## src/tws_consts.svh

```systemverilog
`ifndef TWS_CONSTS_SVH
`define TWS_CONSTS_SVH
`define TWS_OFS_MODE 8'h00
`define TWS_OFS_STAT 8'h04
`define TWS_OFS_TRIG 8'h08
`define TWS_OFS_SHIFT 8'h0c
`define TWS_OFS_ENDPT 8'h10
`define TWS_OFS_INTVL 8'h14
`define TWS_OFS_ADDR 8'h18
`define TWS_OFS_DIV 8'h1c
`define TWS_OFS_FLAG 8'h20
`define TWS_RAM_SEL 7
`define TWS_STAT_STBE 5
`define TWS_STAT_BUSYE 4
`define TWS_STAT_ERRE 2
`define TWS_STAT_TSF 0
`define TWS_TRIG_START 0
`define TWS_TRIG_STOP 1
`define TWS_FLAG_DONE 0
`define TWS_MODE_RST 8'h00
`define TWS_DIV_RST 8'h00
`define TWS_ENDPT_RST 5'h00
`define TWS_INTVL_RST 6'h00
`define TWS_LAST_BIT 4'h7
`define TWS_STB_MIN 6'h02
`define TWS_BUSY_MIN 6'h01
`endif

```

## src/tws_pkg.sv

```systemverilog
package tws_pkg;
	typedef struct packed {
		logic port_enable;
		logic auto_mode_select;
		logic repeat_mode_select;
		logic master_role_select;
		logic transmit_enable;
		logic receive_enable;
		logic bit_order_select;
		logic unused0;
	} tws_mode_type;
	typedef struct packed {
		logic strobe_enable;
		logic busy_enable;
		logic error_check_enable;
	} tws_cfg_type;
	typedef enum logic [6:0] {
		st_idle = 7'h01,
		st_fetch = 7'h02,
		st_load = 7'h04,
		st_shift = 7'h08,
		st_store = 7'h10,
		st_strobe = 7'h20,
		st_gap = 7'h40
	} tws_state_type;
endpackage

```

## src/tws_port.sv

```systemverilog
// Design decisions made here: the register addresses and the APB interface to the registers.
`timescale 1ns/1ps
`default_nettype none
`include "tws_consts.svh"
module tws_port #(
	parameter int DEPTH = 32,
	parameter int AW = 5
) (
	input wire logic pclk,
	input wire logic presetn,
	input wire logic psel,
	input wire logic penable,
	input wire logic pwrite,
	input wire logic [7:0] paddr,
	input wire logic [31:0] pwdata,
	output logic [31:0] prdata,
	output logic pready,
	output logic pslverr,
	input wire logic serial_clock_pin_in,
	output logic serial_clock_pin_out,
	output logic serial_clock_pin_oe,
	input wire logic serial_data_in,
	output logic serial_data_out,
	output logic serial_data_out_oe,
	output logic strobe_out,
	output logic strobe_out_oe,
	input wire logic busy_in,
	output logic busy_in_func,
	output logic data_in_func,
	output logic transfer_done_irq
);
	tws_pkg::tws_mode_type mode_q, mode_d;
	tws_pkg::tws_cfg_type cfg_q, cfg_d;
	tws_pkg::tws_state_type state_q, state_d;
	logic [AW-1:0] endpt_q, endpt_d, addr_q, addr_d;
	logic [5:0] intvl_q, intvl_d;
	logic [7:0] div_q, div_d, div_cnt_q, div_cnt_d, sr_q, sr_d;
	logic [3:0] bitcnt_q, bitcnt_d;
	logic [15:0] gap_q, gap_d;
	logic tip_q, tip_d, flag_q, flag_d, irq_q, irq_d, stop_q, stop_d;
	logic sck_q, sck_d, sdo_q, sdo_d, rxb_q, rxb_d, stb_q, stb_d;
	logic sck_oe_q, sck_oe_d, sdo_oe_q, sdo_oe_d, stb_oe_q, stb_oe_d;
	logic busyf_q, busyf_d, dinf_q, dinf_d;
	logic pready_q, pready_d, pslverr_q, pslverr_d, ramwait_q, ramwait_d;
	logic [31:0] prdata_q, prdata_d;
	logic sck_s1_q, sck_s2_q, sck_s3_q, sdi_s1_q, sdi_s2_q, busy_s1_q, busy_s2_q;
	logic ram_en, ram_we;
	logic [AW-1:0] ram_addr;
	logic [7:0] ram_wdata, ram_rdata;

	function automatic logic [7:0] rev8(input logic [7:0] v);
		logic [7:0] r;
		r = '0;
		for (int i = 0; i < 8; i++) begin
			r[i] = v[7-i];
		end
		return r;
	endfunction

	tws_buf_ram #(.DEPTH(DEPTH), .AW(AW), .DW(8)) u_ram (
		.clk(pclk),
		.rst_n(presetn),
		.en(ram_en),
		.we(ram_we),
		.addr(ram_addr),
		.wdata(ram_wdata),
		.rdata(ram_rdata)
	);

	// pin synchronisers; stage one feeds stage two, and the clock pin has a third stage for edge detection
	always_ff @(posedge pclk or negedge presetn) begin
		if (!presetn) begin
			sck_s1_q <= 1'b1;
			sck_s2_q <= 1'b1;
			sck_s3_q <= 1'b1;
			sdi_s1_q <= 1'b0;
			sdi_s2_q <= 1'b0;
			busy_s1_q <= 1'b0;
			busy_s2_q <= 1'b0;
		end else begin
			sck_s1_q <= serial_clock_pin_in;
			sck_s2_q <= sck_s1_q;
			sck_s3_q <= sck_s2_q;
			sdi_s1_q <= serial_data_in;
			sdi_s2_q <= sdi_s1_q;
			busy_s1_q <= busy_in;
			busy_s2_q <= busy_s1_q;
		end
	end

	logic acc, done, is_ram, mapped, cpu_rd, cpu_wr, eng_free, tick, fall_ev, rise_ev;
	logic strobe_func, last;
	logic [5:0] periods;
	logic [9:0] period;
	logic [7:0] rdmux;

	always_comb begin
		mode_d = mode_q;
		cfg_d = cfg_q;
		state_d = state_q;
		endpt_d = endpt_q;
		addr_d = addr_q;
		intvl_d = intvl_q;
		div_d = div_q;
		div_cnt_d = '0;
		sr_d = sr_q;
		bitcnt_d = bitcnt_q;
		gap_d = gap_q;
		tip_d = tip_q;
		flag_d = flag_q;
		irq_d = 1'b0;
		stop_d = stop_q;
		sck_d = 1'b1;
		sdo_d = sdo_q;
		rxb_d = rxb_q;
		stb_d = stb_q;
		ramwait_d = ramwait_q;
		pready_d = 1'b0;
		pslverr_d = 1'b0;
		prdata_d = prdata_q;
		ram_en = 1'b0;
		ram_we = 1'b0;
		ram_addr = addr_q;
		ram_wdata = mode_q.bit_order_select ? rev8(sr_q) : sr_q;

		// apb: one wait state for registers, two for buffer reads
		acc = psel && penable;
		done = acc && pready_q;
		is_ram = paddr[`TWS_RAM_SEL] && (paddr[1:0] == 2'b00);
		cpu_rd = acc && !pready_q && !pwrite && is_ram && !ramwait_q;
		cpu_wr = done && pwrite && is_ram;
		eng_free = !(cpu_rd || cpu_wr);
		mapped = 1'b1;
		rdmux = 8'h00;
		case (paddr)
			`TWS_OFS_MODE: rdmux = mode_q;
			`TWS_OFS_STAT: rdmux = {2'b00, cfg_q.strobe_enable, cfg_q.busy_enable, 1'b0,
				cfg_q.error_check_enable, 1'b0, tip_q};
			`TWS_OFS_TRIG: rdmux = 8'h00;
			`TWS_OFS_SHIFT: rdmux = mode_q.bit_order_select ? rev8(sr_q) : sr_q;
			`TWS_OFS_ENDPT: rdmux = 8'(endpt_q);
			`TWS_OFS_INTVL: rdmux = {2'b00, intvl_q};
			`TWS_OFS_ADDR: rdmux = 8'(addr_q);
			`TWS_OFS_DIV: rdmux = div_q;
			`TWS_OFS_FLAG: rdmux = {7'h00, flag_q};
			default: mapped = is_ram;
		endcase
		if (cpu_rd || cpu_wr) begin
			ram_en = 1'b1;
			ram_we = cpu_wr;
			ram_addr = paddr[AW+1:2];
			ram_wdata = pwdata[7:0];
		end
		if (cpu_rd) begin
			ramwait_d = 1'b1;
		end
		if (acc && !pready_q) begin
			if (!mapped) begin
				pready_d = 1'b1;
				pslverr_d = 1'b1;
				prdata_d = '0;
			end else if (is_ram && !pwrite) begin
				if (ramwait_q) begin
					pready_d = 1'b1;
					ramwait_d = 1'b0;
					prdata_d = {24'h000000, ram_rdata};
				end
			end else begin
				pready_d = 1'b1;
				prdata_d = {24'h000000, rdmux};
			end
		end

		// serial clock events: own divider in master role, pin edges in slave role
		period = 10'(({2'b00, div_q} + 10'h001) << 1);
		tick = (div_cnt_q == div_q);
		if (mode_q.master_role_select) begin
			fall_ev = (state_q == tws_pkg::st_shift) && tick && sck_q;
			rise_ev = (state_q == tws_pkg::st_shift) && tick && !sck_q;
		end else begin
			fall_ev = (state_q == tws_pkg::st_shift) && sck_s3_q && !sck_s2_q;
			rise_ev = (state_q == tws_pkg::st_shift) && !sck_s3_q && sck_s2_q;
		end
		strobe_func = mode_q.master_role_select && cfg_q.strobe_enable && cfg_q.busy_enable;
		periods = intvl_q;
		if (cfg_q.strobe_enable && periods < `TWS_STB_MIN) begin
			periods = `TWS_STB_MIN;
		end else if (cfg_q.busy_enable && periods < `TWS_BUSY_MIN) begin
			periods = `TWS_BUSY_MIN;
		end
		last = (addr_q == endpt_q);

		case (state_q)
			tws_pkg::st_fetch: begin
				if (eng_free) begin
					ram_en = 1'b1;
					ram_addr = addr_q;
					state_d = tws_pkg::st_load;
				end
			end
			tws_pkg::st_load: begin
				sr_d = mode_q.bit_order_select ? rev8(ram_rdata) : ram_rdata;
				bitcnt_d = '0;
				state_d = tws_pkg::st_shift;
			end
			tws_pkg::st_shift: begin
				// slave role keeps the driven clock parked high
				sck_d = (tick && mode_q.master_role_select) ? !sck_q : sck_q;
				div_cnt_d = tick ? 8'h00 : 8'(div_cnt_q + 8'h01);
				if (fall_ev) begin
					sdo_d = mode_q.transmit_enable && sr_q[7];
					rxb_d = sdi_s2_q;
				end
				if (rise_ev) begin
					sr_d = {sr_q[6:0], rxb_q};
					bitcnt_d = 4'(bitcnt_q + 4'h1);
					if (bitcnt_q == `TWS_LAST_BIT) begin
						sck_d = 1'b1;
						if (!mode_q.auto_mode_select) begin
							state_d = tws_pkg::st_idle;
							tip_d = 1'b0;
							flag_d = 1'b1;
							irq_d = 1'b1;
						end else begin
							state_d = tws_pkg::st_store;
						end
					end
				end
			end
			tws_pkg::st_store: begin
				if (eng_free) begin
					ram_en = mode_q.receive_enable;
					ram_we = mode_q.receive_enable;
					ram_addr = addr_q;
					if (stop_q || (last && !mode_q.repeat_mode_select)) begin
						state_d = tws_pkg::st_idle;
						tip_d = 1'b0;
						stop_d = 1'b0;
						flag_d = 1'b1;
						irq_d = 1'b1;
					end else begin
						addr_d = last ? '0 : AW'(addr_q + 1'b1);
						if (strobe_func) begin
							state_d = tws_pkg::st_strobe;
							stb_d = 1'b1;
							gap_d = 16'(period - 10'h001);
						end else begin
							state_d = tws_pkg::st_gap;
							gap_d = 16'(16'(period) * 16'(periods));
						end
					end
				end
			end
			tws_pkg::st_strobe: begin
				if (gap_q != 16'h0000) begin
					gap_d = 16'(gap_q - 16'h0001);
				end else begin
					stb_d = 1'b0;
					state_d = tws_pkg::st_gap;
					gap_d = 16'(16'(period) * 16'(periods - 6'h01));
				end
			end
			tws_pkg::st_gap: begin
				if (gap_q != 16'h0000) begin
					gap_d = 16'(gap_q - 16'h0001);
				end else if (!(strobe_func && busy_s2_q)) begin
					state_d = tws_pkg::st_fetch;
				end
			end
			default: begin
				state_d = tws_pkg::st_idle;
			end
		endcase

		// register writes take effect at the completing edge
		if (done && pwrite && !is_ram) begin
			case (paddr)
				`TWS_OFS_MODE: mode_d = tws_pkg::tws_mode_type'({pwdata[7:1], 1'b0});
				`TWS_OFS_STAT: begin
					cfg_d.strobe_enable = pwdata[`TWS_STAT_STBE];
					cfg_d.busy_enable = pwdata[`TWS_STAT_BUSYE];
					cfg_d.error_check_enable = pwdata[`TWS_STAT_ERRE];
				end
				`TWS_OFS_TRIG: begin
					if (pwdata[`TWS_TRIG_START] && mode_q.port_enable && mode_q.auto_mode_select
						&& !tip_q) begin
						addr_d = '0;
						tip_d = 1'b1;
						stop_d = 1'b0;
						state_d = tws_pkg::st_fetch;
					end
					if (pwdata[`TWS_TRIG_STOP] && tip_q) begin
						stop_d = 1'b1;
					end
				end
				`TWS_OFS_SHIFT: begin
					if (!tip_q) begin
						sr_d = mode_q.bit_order_select ? rev8(pwdata[7:0]) : pwdata[7:0];
						if (mode_q.port_enable && !mode_q.auto_mode_select) begin
							tip_d = 1'b1;
							sdo_d = 1'b0;
							bitcnt_d = '0;
							state_d = tws_pkg::st_shift;
						end
					end
				end
				`TWS_OFS_ENDPT: endpt_d = pwdata[AW-1:0];
				`TWS_OFS_INTVL: intvl_d = pwdata[5:0];
				`TWS_OFS_DIV: div_d = pwdata[7:0];
				`TWS_OFS_FLAG: begin
					if (pwdata[`TWS_FLAG_DONE] && !irq_d) begin
						flag_d = 1'b0;
					end
				end
				default: begin
				end
			endcase
		end

		// disabled port holds state, tip, stop, address, bit count, gap, data and strobe pins and irq cleared and the clock pin high; other registers keep their values
		if (!mode_q.port_enable) begin
			state_d = tws_pkg::st_idle;
			tip_d = 1'b0;
			stop_d = 1'b0;
			addr_d = '0;
			bitcnt_d = '0;
			gap_d = '0;
			stb_d = 1'b0;
			sdo_d = 1'b0;
			sck_d = 1'b1;
			irq_d = 1'b0;
		end
		sck_oe_d = mode_q.port_enable && mode_q.master_role_select;
		sdo_oe_d = mode_q.port_enable && mode_q.transmit_enable;
		stb_oe_d = mode_q.port_enable && mode_q.auto_mode_select && strobe_func;
		busyf_d = mode_q.port_enable && mode_q.auto_mode_select && strobe_func;
		dinf_d = mode_q.port_enable && mode_q.receive_enable;
	end

	always_ff @(posedge pclk or negedge presetn) begin
		if (!presetn) begin
			mode_q <= `TWS_MODE_RST;
			cfg_q <= '0;
			state_q <= tws_pkg::st_idle;
			endpt_q <= `TWS_ENDPT_RST;
			addr_q <= '0;
			intvl_q <= `TWS_INTVL_RST;
			div_q <= `TWS_DIV_RST;
			div_cnt_q <= '0;
			sr_q <= '0;
			bitcnt_q <= '0;
			gap_q <= '0;
			tip_q <= 1'b0;
			flag_q <= 1'b0;
			irq_q <= 1'b0;
			stop_q <= 1'b0;
			sck_q <= 1'b1;
			sdo_q <= 1'b0;
			rxb_q <= 1'b0;
			stb_q <= 1'b0;
			sck_oe_q <= 1'b0;
			sdo_oe_q <= 1'b0;
			stb_oe_q <= 1'b0;
			busyf_q <= 1'b0;
			dinf_q <= 1'b0;
			pready_q <= 1'b0;
			pslverr_q <= 1'b0;
			ramwait_q <= 1'b0;
			prdata_q <= '0;
		end else begin
			mode_q <= mode_d;
			cfg_q <= cfg_d;
			state_q <= state_d;
			endpt_q <= endpt_d;
			addr_q <= addr_d;
			intvl_q <= intvl_d;
			div_q <= div_d;
			div_cnt_q <= div_cnt_d;
			sr_q <= sr_d;
			bitcnt_q <= bitcnt_d;
			gap_q <= gap_d;
			tip_q <= tip_d;
			flag_q <= flag_d;
			irq_q <= irq_d;
			stop_q <= stop_d;
			sck_q <= sck_d;
			sdo_q <= sdo_d;
			rxb_q <= rxb_d;
			stb_q <= stb_d;
			sck_oe_q <= sck_oe_d;
			sdo_oe_q <= sdo_oe_d;
			stb_oe_q <= stb_oe_d;
			busyf_q <= busyf_d;
			dinf_q <= dinf_d;
			pready_q <= pready_d;
			pslverr_q <= pslverr_d;
			ramwait_q <= ramwait_d;
			prdata_q <= prdata_d;
		end
	end

	assign prdata = prdata_q;
	assign pready = pready_q;
	assign pslverr = pslverr_q;
	assign serial_clock_pin_out = sck_q;
	assign serial_clock_pin_oe = sck_oe_q;
	assign serial_data_out = sdo_q;
	assign serial_data_out_oe = sdo_oe_q;
	assign strobe_out = stb_q;
	assign strobe_out_oe = stb_oe_q;
	assign busy_in_func = busyf_q;
	assign data_in_func = dinf_q;
	assign transfer_done_irq = irq_q;
endmodule // tws_port
`default_nettype wire

```

## src/tws_buf_ram.sv

```systemverilog
`timescale 1ns/1ps
`default_nettype none
module tws_buf_ram #(
	parameter int DEPTH = 32,
	parameter int AW = 5,
	parameter int DW = 8
) (
	input wire logic clk,
	input wire logic rst_n,
	input wire logic en,
	input wire logic we,
	input wire logic [AW-1:0] addr,
	input wire logic [DW-1:0] wdata,
	output logic [DW-1:0] rdata
);
	logic [DW-1:0] mem [DEPTH];
	logic [DW-1:0] rdata_q;
	always_ff @(posedge clk) begin
		if (en && we) begin
			mem[addr] <= wdata;
		end
	end
	always_ff @(posedge clk or negedge rst_n) begin
		if (!rst_n) begin
			rdata_q <= '0;
		end else if (en && !we) begin
			rdata_q <= mem[addr];
		end
	end
	assign rdata = rdata_q;
endmodule // tws_buf_ram
`default_nettype wire

```

## config.mk

```make
export PLATFORM = sky130hd
export DESIGN_NAME = tws_port
export DESIGN_NICKNAME = d
export VERILOG_FILES = /design/src/tws_pkg.sv /design/src/tws_port.sv /design/src/tws_buf_ram.sv
export VERILOG_INCLUDE_DIRS = /design/src
export SDC_FILE = /design/constraint.sdc
export NUM_CORES = 1
export LEC_CHECK = 0
export BUFFER_PORTS_ARGS = -buffer_cell sky130_fd_sc_hd__buf_2
export CAP_MARGIN = 25
export CORE_ASPECT_RATIO = 1.1
export CORE_MARGIN = 1.5
export CORE_UTILIZATION = 50
export CTS_CLUSTER_DIAMETER = 150
export DETAILED_ROUTE_END_ITERATION = 16
export GPL_ROUTABILITY_DRIVEN = 1
export HOLD_SLACK_MARGIN = 0.06
export PLACE_DENSITY = 0.69
export SYNTH_ARGS = -nofsm -noshare
export SYNTH_HDL_FRONTEND = slang
export SYNTH_SLANG_ARGS = --single-unit
```

## constraint.sdc

```tcl
create_clock -name pclk -period 6.2 [get_ports pclk]
set_input_delay 0.93 -clock pclk [delete_from_list [all_inputs] [get_ports pclk]]
set_output_delay 0.93 -clock pclk [all_outputs]
set_load 0.02 [all_outputs]
```

==> results of run 1 <==
-- through the flow --
| stage | utilization | instances |
|---|---|---|
| after floorplan | - | 1864 |
| after global placement | 0.5293 | 2401 |
| after detailed placement | 0.5299 | 2405 |
| after CTS | 0.5606 | 2478 |
| after global routing | 0.5617 | 2481 |
| final | 0.5617 | 2481 |
-- flip-flops by register name (all words and copies together) (netlist names), 3 cells and up --
signal       count
addr_q           5
bitcnt_q         4
cfg_q            3
div_cnt_q        8
div_q            8
endpt_q          5
gap_q           16
intvl_q          6
mode_q           7
prdata           8
sr_q             8
state_q          7
u_ram.mem      256
u_ram.rdata      8
-- final cells by class --
| class | instances | area [µm²] | area share |
|---|---|---|---|
| multi-input combinational | 1248 | 9573 | 0.4118 |
| clock buffer | 47 | 1090 | 0.04688 |
| clock inverter | 26 | 178.9 | 0.007697 |
| tap | 560 | 700.7 | 0.03014 |
| timing repair buffer | 101 | 653.1 | 0.02810 |
| antenna | 2 | 5.005 | 0.0002153 |
| sequential | 371 | 10570 | 0.4548 |
| inverter | 126 | 473.0 | 0.02035 |
-- timing repair --
action                     in CTS  in global routing
hold endpoints to repair        0                  0
setup endpoints to repair       0                  4
hold buffers                    0                  0
gates resized for setup         0                  7
setup buffers                   0                  1
-- routing by layer --
| metal | routed length [µm] | vias to the layer above | global-route usage | share of wire |
|---|---|---|---|---|
| met5 | 0 | - | 0 | 0 |
| met4 | 2655 | 0 | 0.1290 | 0.049 |
| met3 | 3047 | 128 | 0.03657 | 0.056 |
| met2 | 27850 | 506 | 0.4490 | 0.51 |
| met1 | 21000 | 7327 | 0.3083 | 0.38 |
| li1 | - | 6652 | - | - |
-- power groups by stage --
stage	Clock, mW	Combinational [mW]	Sequential [mW]
final	2.29	0.228	2.69
after detailed placement	0	0.227	2.74
after global placement	0	0.222	2.74
after CTS	2.32	0.228	2.69
after global routing	2.42	0.251	2.69
after floorplan	0	0.152	2.73
-- logic make-up after synthesis --
kind of cell             Yosys count
AO/OA/AOI/OAI                    295
XOR/XNOR                          78
adder cells (fa/ha/maj)          134
buffers and inverters            245
flip-flops                       371
multiplexers                     187
other                              1
AND/OR/NAND/NOR                  530
-- synth_stat cells (4+ instances only) --
library cell,number,area [µm²]
a221oi_1,22,192.7
edfxtp_1,256,7687
o21ai_0,43,215.2
a31oi_1,19,118.9
dfstp_2,5,131.4
nand2_1,137,514.2
a211oi_1,14,105.1
xnor2_1,46,402.9
and3_1,16,100.1
clkbuf_1,67,251.5
a32o_1,5,50.05
a221o_1,4,40.04
inv_1,126,473.0
nand4_1,12,75.07
nand4b_1,4,35.03
nor4_1,25,156.4
buf_6,7,78.83
o41ai_1,6,52.55
xor2_1,31,271.5
or3_1,10,62.56
buf_4,30,225.2
mux2_2,33,371.6
nand3b_1,6,45.04
or2_2,10,62.56
o22ai_1,64,400.4
a21oi_1,62,310.3
mux2i_1,152,1521
nor2_1,166,623.1
fa_1,79,1582
nor3_1,23,115.1
nand2b_1,17,106.4
buf_2,10,50.05
o221ai_1,4,35.03
nand3_1,26,130.1
nor3b_1,11,82.58
a22oi_1,5,37.54
a21o_1,11,82.58
ha_1,55,688.2
and2_1,22,137.6
dfrtp_1,110,2753
nor2b_1,30,187.7
-- worst max path at each step --
| stage | start | to | slack [ns] | depth (start not counted) |
|---|---|---|---|---|
| after floorplan | intvl_q[5] | gap_q[15] | 0.28 | 24 |
| after global placement | intvl_q[5] | gap_q[11] | 0.26 | 25 |
| after detailed placement | intvl_q[5] | gap_q[15] | 0.19 | 25 |
| after CTS | intvl_q[5] | gap_q[15] | 0.17 | 25 |
| after global routing | intvl_q[5] | gap_q[15] | 0.02 | 24 |
| final | intvl_q[5] | gap_q[15] | 0.33 | 24 |
==> results.cfg, run 1 <==
[run_status]
outcome = completed

[timing]
fin_skew_ns = 0.02611
hold_viol = 0
timing.final.crit_share = 0.9461
hold_slack_ns = 0.3450
setup_slack_ns = 0.3339
rsz0062_at_grt = no
timing.setup.tns_ns = 0
tightest_slew_ns = 0.9946
relSlewSlack = 0.3345
min_period_ns = 5.866
finalSetupViolCount = 0
final-max-slew-violation-count = 0
max_freq_ghz = 0.1705

[grt]
grt_pass1_vias = 14720
grt_max_degree = 86
grt_first_pass_wirelength_um = 83630
antenna_found_initial = 2
grt-ovfl-total = 0
grt_use_total = 0.2566

[floorplanning]
core_um2 = 41380
start_util = 0.5095
dieWidth_um = 198.8
ios = 91
dieArea_um2 = 43410
die_h_um = 218.4
rows = 78

[logic_synthesis]
synth-xor-area-share = 0.03306
yosys_warnings = 0
ys_types = 76
synthFlopType = edfxtp_1
synth_compound_area_frac = 0.09259
ys_seq_area_frac = 0.5015
async_flop_share = 0.3100
yosys-mux-area-fraction = 0.09158
syn_area_um2 = 21080
synth-seq-cells = 371
syn_area_per_cell_um2 = 11.45
yosys.area_share.adder = 0.1077
yosys.area_share.simple = 0.1213
synth_top_family_by_area = simple AND/OR/NAND/NOR gates
synth_edf_count = 256
syn_inst = 1841

[hold_path]
hold_path_depth = 0
hold_class = reg -> reg
hold_end = busy_s2_q
min_from = busy_s1_q

[clock_tree]
clock-root-buffer = clkbuf_16
cts_inserted_buffers = 40
cts_sinks = 371
insertion_delay_ns = 0.56
cts.htree.levels = 2
cts_buffer_depth = 3
cts_tree = done
path_clk_slew_ns = 0.06

[worst_setup_path]
required_ns = 6.63
start_kind = flip-flop
cp.arrival_ns = 6.29
crit_chain = nor3_2, and2_1, a21oi_1, inv_1, ha_1, buf_4, nand3b_1, nor2_1, inv_1, fa_1, inv_1, fa_1, fa_1, inv_1, fa_1, inv_1, ha_1, or2_2, a21oi_1, a31oi_1, and3_1, o21ai_0, o211ai_1, a32o_1
slowest_stage = fa_1
cp_common_cell = inv_1
cp_top_family = adder cells
rr_worst_depth = 24
crit_fanout = 5
timing.critical_path.buf_inv = 6
r2r_start = intvl_q[5]
worst_r2r_endpoint = gap_q[15]
slowest_delay_ns = 0.55
r2r_setup_slack_ns = 0.33
worstSetupPathType = reg -> reg
cp-end-kind = flip-flop

[route]
drc_errors = 0
postRouteAntennaNets = 0
wire_per_inst_um = 21.99
first_pass_iters = 6
vias = 14610
drt_wl_total_um = 54550
vias_per_cell = 5.890
drt_iter0_markers = 1248

[finish]
design_area_um2 = 23240
final_common_cell = edfxtp_1
final_nets = 2070
final_cell_mix = edfxtp_1, nor2_1, mux2i_1
layout-drive-gt1-share = 0.1214
nFillCells = 3554
syn2layout_area_growth_pct = 10.26

[place]
port_buffers = 42
place_area_um2 = 21930
hpwl_um = 39230
pre_cts_slack_ns = 0.1873
place_congestion = 0.9347

[pwr]
pwr_density_cell_nw_per_um2 = 224.2
seqPwrFrac = 0.516
pwr-share-comb = 0.044
switchingPower_mw = 1.167
power_mw = 5.212
intPower_mw = 4.045
pwr-share-clk = 0.440
vdd_ir_drop_max_v = 0.0002838
switching_share = 0.2238
leakage_nw = 9.346

[flow_run]
drv_cap = 0
Power figures use the tool's default switching activity.
==> run 2, diff against run 1 <==
BUFFER_PORTS_ARGS = unset   (was -buffer_cell sky130_fd_sc_hd__buf_2)
DONT_BUFFER_PORTS = 1   (was unset)
PLACE_DENSITY = 0.68   (was 0.69)
==> run 2 against run 1 <==
Net effect: clock power is 7% higher; routed wire length is 2.8% higher; setup slack worse by 0.087 ns; hold slack worse by 0.13 ns; register-to-register slack worse by 0.09 ns; count of clock-buffer cells in the layout is 4 higher; maximum frequency is 1.5% lower; critical path type unchanged; highest routed layer unchanged.
==> results.cfg, run 2 (synthesis results as in run 1) <==
[run_status]
outcome = completed

[floorplanning]
rows = 78
start_util = 0.5095
ios = 91
core_um2 = 41380
dieWidth_um = 198.8
dieArea_um2 = 43410
die_h_um = 218.4

[finish]
top_regs = u_ram.mem x256, gap_q x16
final_common_cell = edfxtp_1
post-route-util = 0.5603
fin_cells = 2439
regMostFlops = u_ram.mem
num_antenna_cells = 0
layout-drive-gt1-share = 0.1027
largest_reg_flops = 256
final_nets = 2031
syn2layout_area_growth_pct = 9.971
final_cell_mix = edfxtp_1, nor2_1, mux2i_1

[timing]
timing.final.crit_share = 0.9602
min_period_ns = 5.953
hold_viol = 0
final-max-slew-violation-count = 0
hold_slack_ns = 0.2178
relSlewSlack = 0.2414
fin_skew_ns = 0.01829
tightest_slew_ns = 1.127
max_freq_ghz = 0.1680
timing.setup.tns_ns = 0
finalSetupViolCount = 0

[place]
place_congestion = 0.9322
hpwl_um = 39250
place_inst = 2360
port_buffers = 0

[worst_setup_path]
worstSetupPathType = reg -> reg
cp.arrival_ns = 6.39
cp-end-kind = flip-flop
required_ns = 6.64
start_kind = flip-flop
crit_fanout = 5

[clock_tree]
cts_buffer_depth = 3
cts_inserted_buffers = 39
insertion_delay_ns = 0.56
cts_tree = done
cts_sinks = 371
cts.htree.levels = 2
path_clk_slew_ns = 0.06
clock-root-buffer = clkbuf_16

[route]
vias = 14550
wire_per_inst_um = 22.99
vias_per_cell = 5.967
drt_iter0_markers = 1480
first_pass_iters = 8
drc_errors = 0
postRouteAntennaNets = 0
drt_wl_total_um = 56070

[grt]
grt_use_total = 0.2631
grt_pass1_vias = 14540
grt_first_pass_wirelength_um = 85510
grt_max_degree = 91
grt-ovfl-total = 0
antenna_found_initial = 0

[pwr]
pwr_density_cell_nw_per_um2 = 230.4
leakage_nw = 9.213
power_mw = 5.340
vdd_ir_drop_max_v = 0.0002705

[hold_path]
hold_class = in -> async

[flow_run]
drv_cap = 0
run 2: cell count changes in the layout (fill, tap and decap cells not counted), moves of 3 or more:
cell,before,now
buf_2,42,0
bufinv_16,1,6
clkbuf_1,3,10
clkinv_1,11,4
clkinv_2,6,3
dlygate4sd3_1,0,3
run 2: layout make-up:
cell class | instances | area [µm²]
multi-input combinational | 1248 | 9610
clock buffer | 51 | 1052
clock inverter | 20 | 275.3
tap | 560 | 700.7
sequential | 371 | 10570
timing repair buffer | 63 | 500.5
inverter | 126 | 473.0
fill | 3519 | 18200
run 2: metrics by stage:
stage / worst slack, ns / area (µm²)
2_1_floorplan: 0.2815 / 21170
3_3_place_gp: 0.2457 / 21700
3_5_place_dp: 0.1475 / 21700
4_1_cts: 0.1335 / 23070
5_1_grt: -0.06622 / 23180
6_report: 0.2469 / 23180
run 2: per-layer routing:
metal | up-vias | global-route usage | part of all wire
met5 | - | 0 | 0
met2 | 574 | 0.4555 | 0.50
li1 | 6579 | - | -
met1 | 7196 | 0.3072 | 0.37
met3 | 204 | 0.04259 | 0.062
met4 | 0 | 0.1561 | 0.065
run 2: repair_timing:
action | 4_1_cts | 5_1_grt
endpoints found under the hold margin | 73 | 19
hold buffers | 3 | 1
resized for setup | 0 | 12
setup buffers | 0 | 1
setup endpoints to repair | 0 | 6
run 2: path summary, 6_finish.rpt:
kind	slack (ns)	start	end	cells after the start
max	0.25	intvl_q[1]	gap_q[15]	23
min reg2reg	0.35	busy_s1_q	busy_s2_q	0
min in group pclk	0.35	busy_s1_q	busy_s2_q	0
max reg2reg	0.25	intvl_q[1]	gap_q[15]	23
max in group asynchronous	4.69	presetn	cfg_q[2]	1
min	0.22	presetn	sck_s1_q	0
run 2: critical path, stage by stage (launching register included):
cell and delay (ns):
dfrtp_1 0.43, nor2_1 0.09, and2_1 0.17, a21o_1 0.19, inv_1 0.16, nand3b_1 0.19
or3_4 0.42, xnor2_2 0.22, nand2_1 0.11, fa_1 0.50, inv_1 0.06, fa_1 0.47
fa_1 0.56, inv_1 0.06, fa_1 0.53, inv_1 0.06, ha_1 0.32, or2_2 0.30
a21oi_1 0.19, a31oi_2 0.08, and3_1 0.21, o21ai_0 0.16, o211ai_1 0.12, a32o_1 0.27
run 2: report_power, final:
part | total, mW | leakage, nW | internal, mW | switching (mW)
combinational | 0.201 | 4.20 | 0.0757 | 0.125
clock | 2.44 | 0.635 | 1.46 | 0.980
sequential | 2.70 | 4.37 | 2.66 | 0.0455
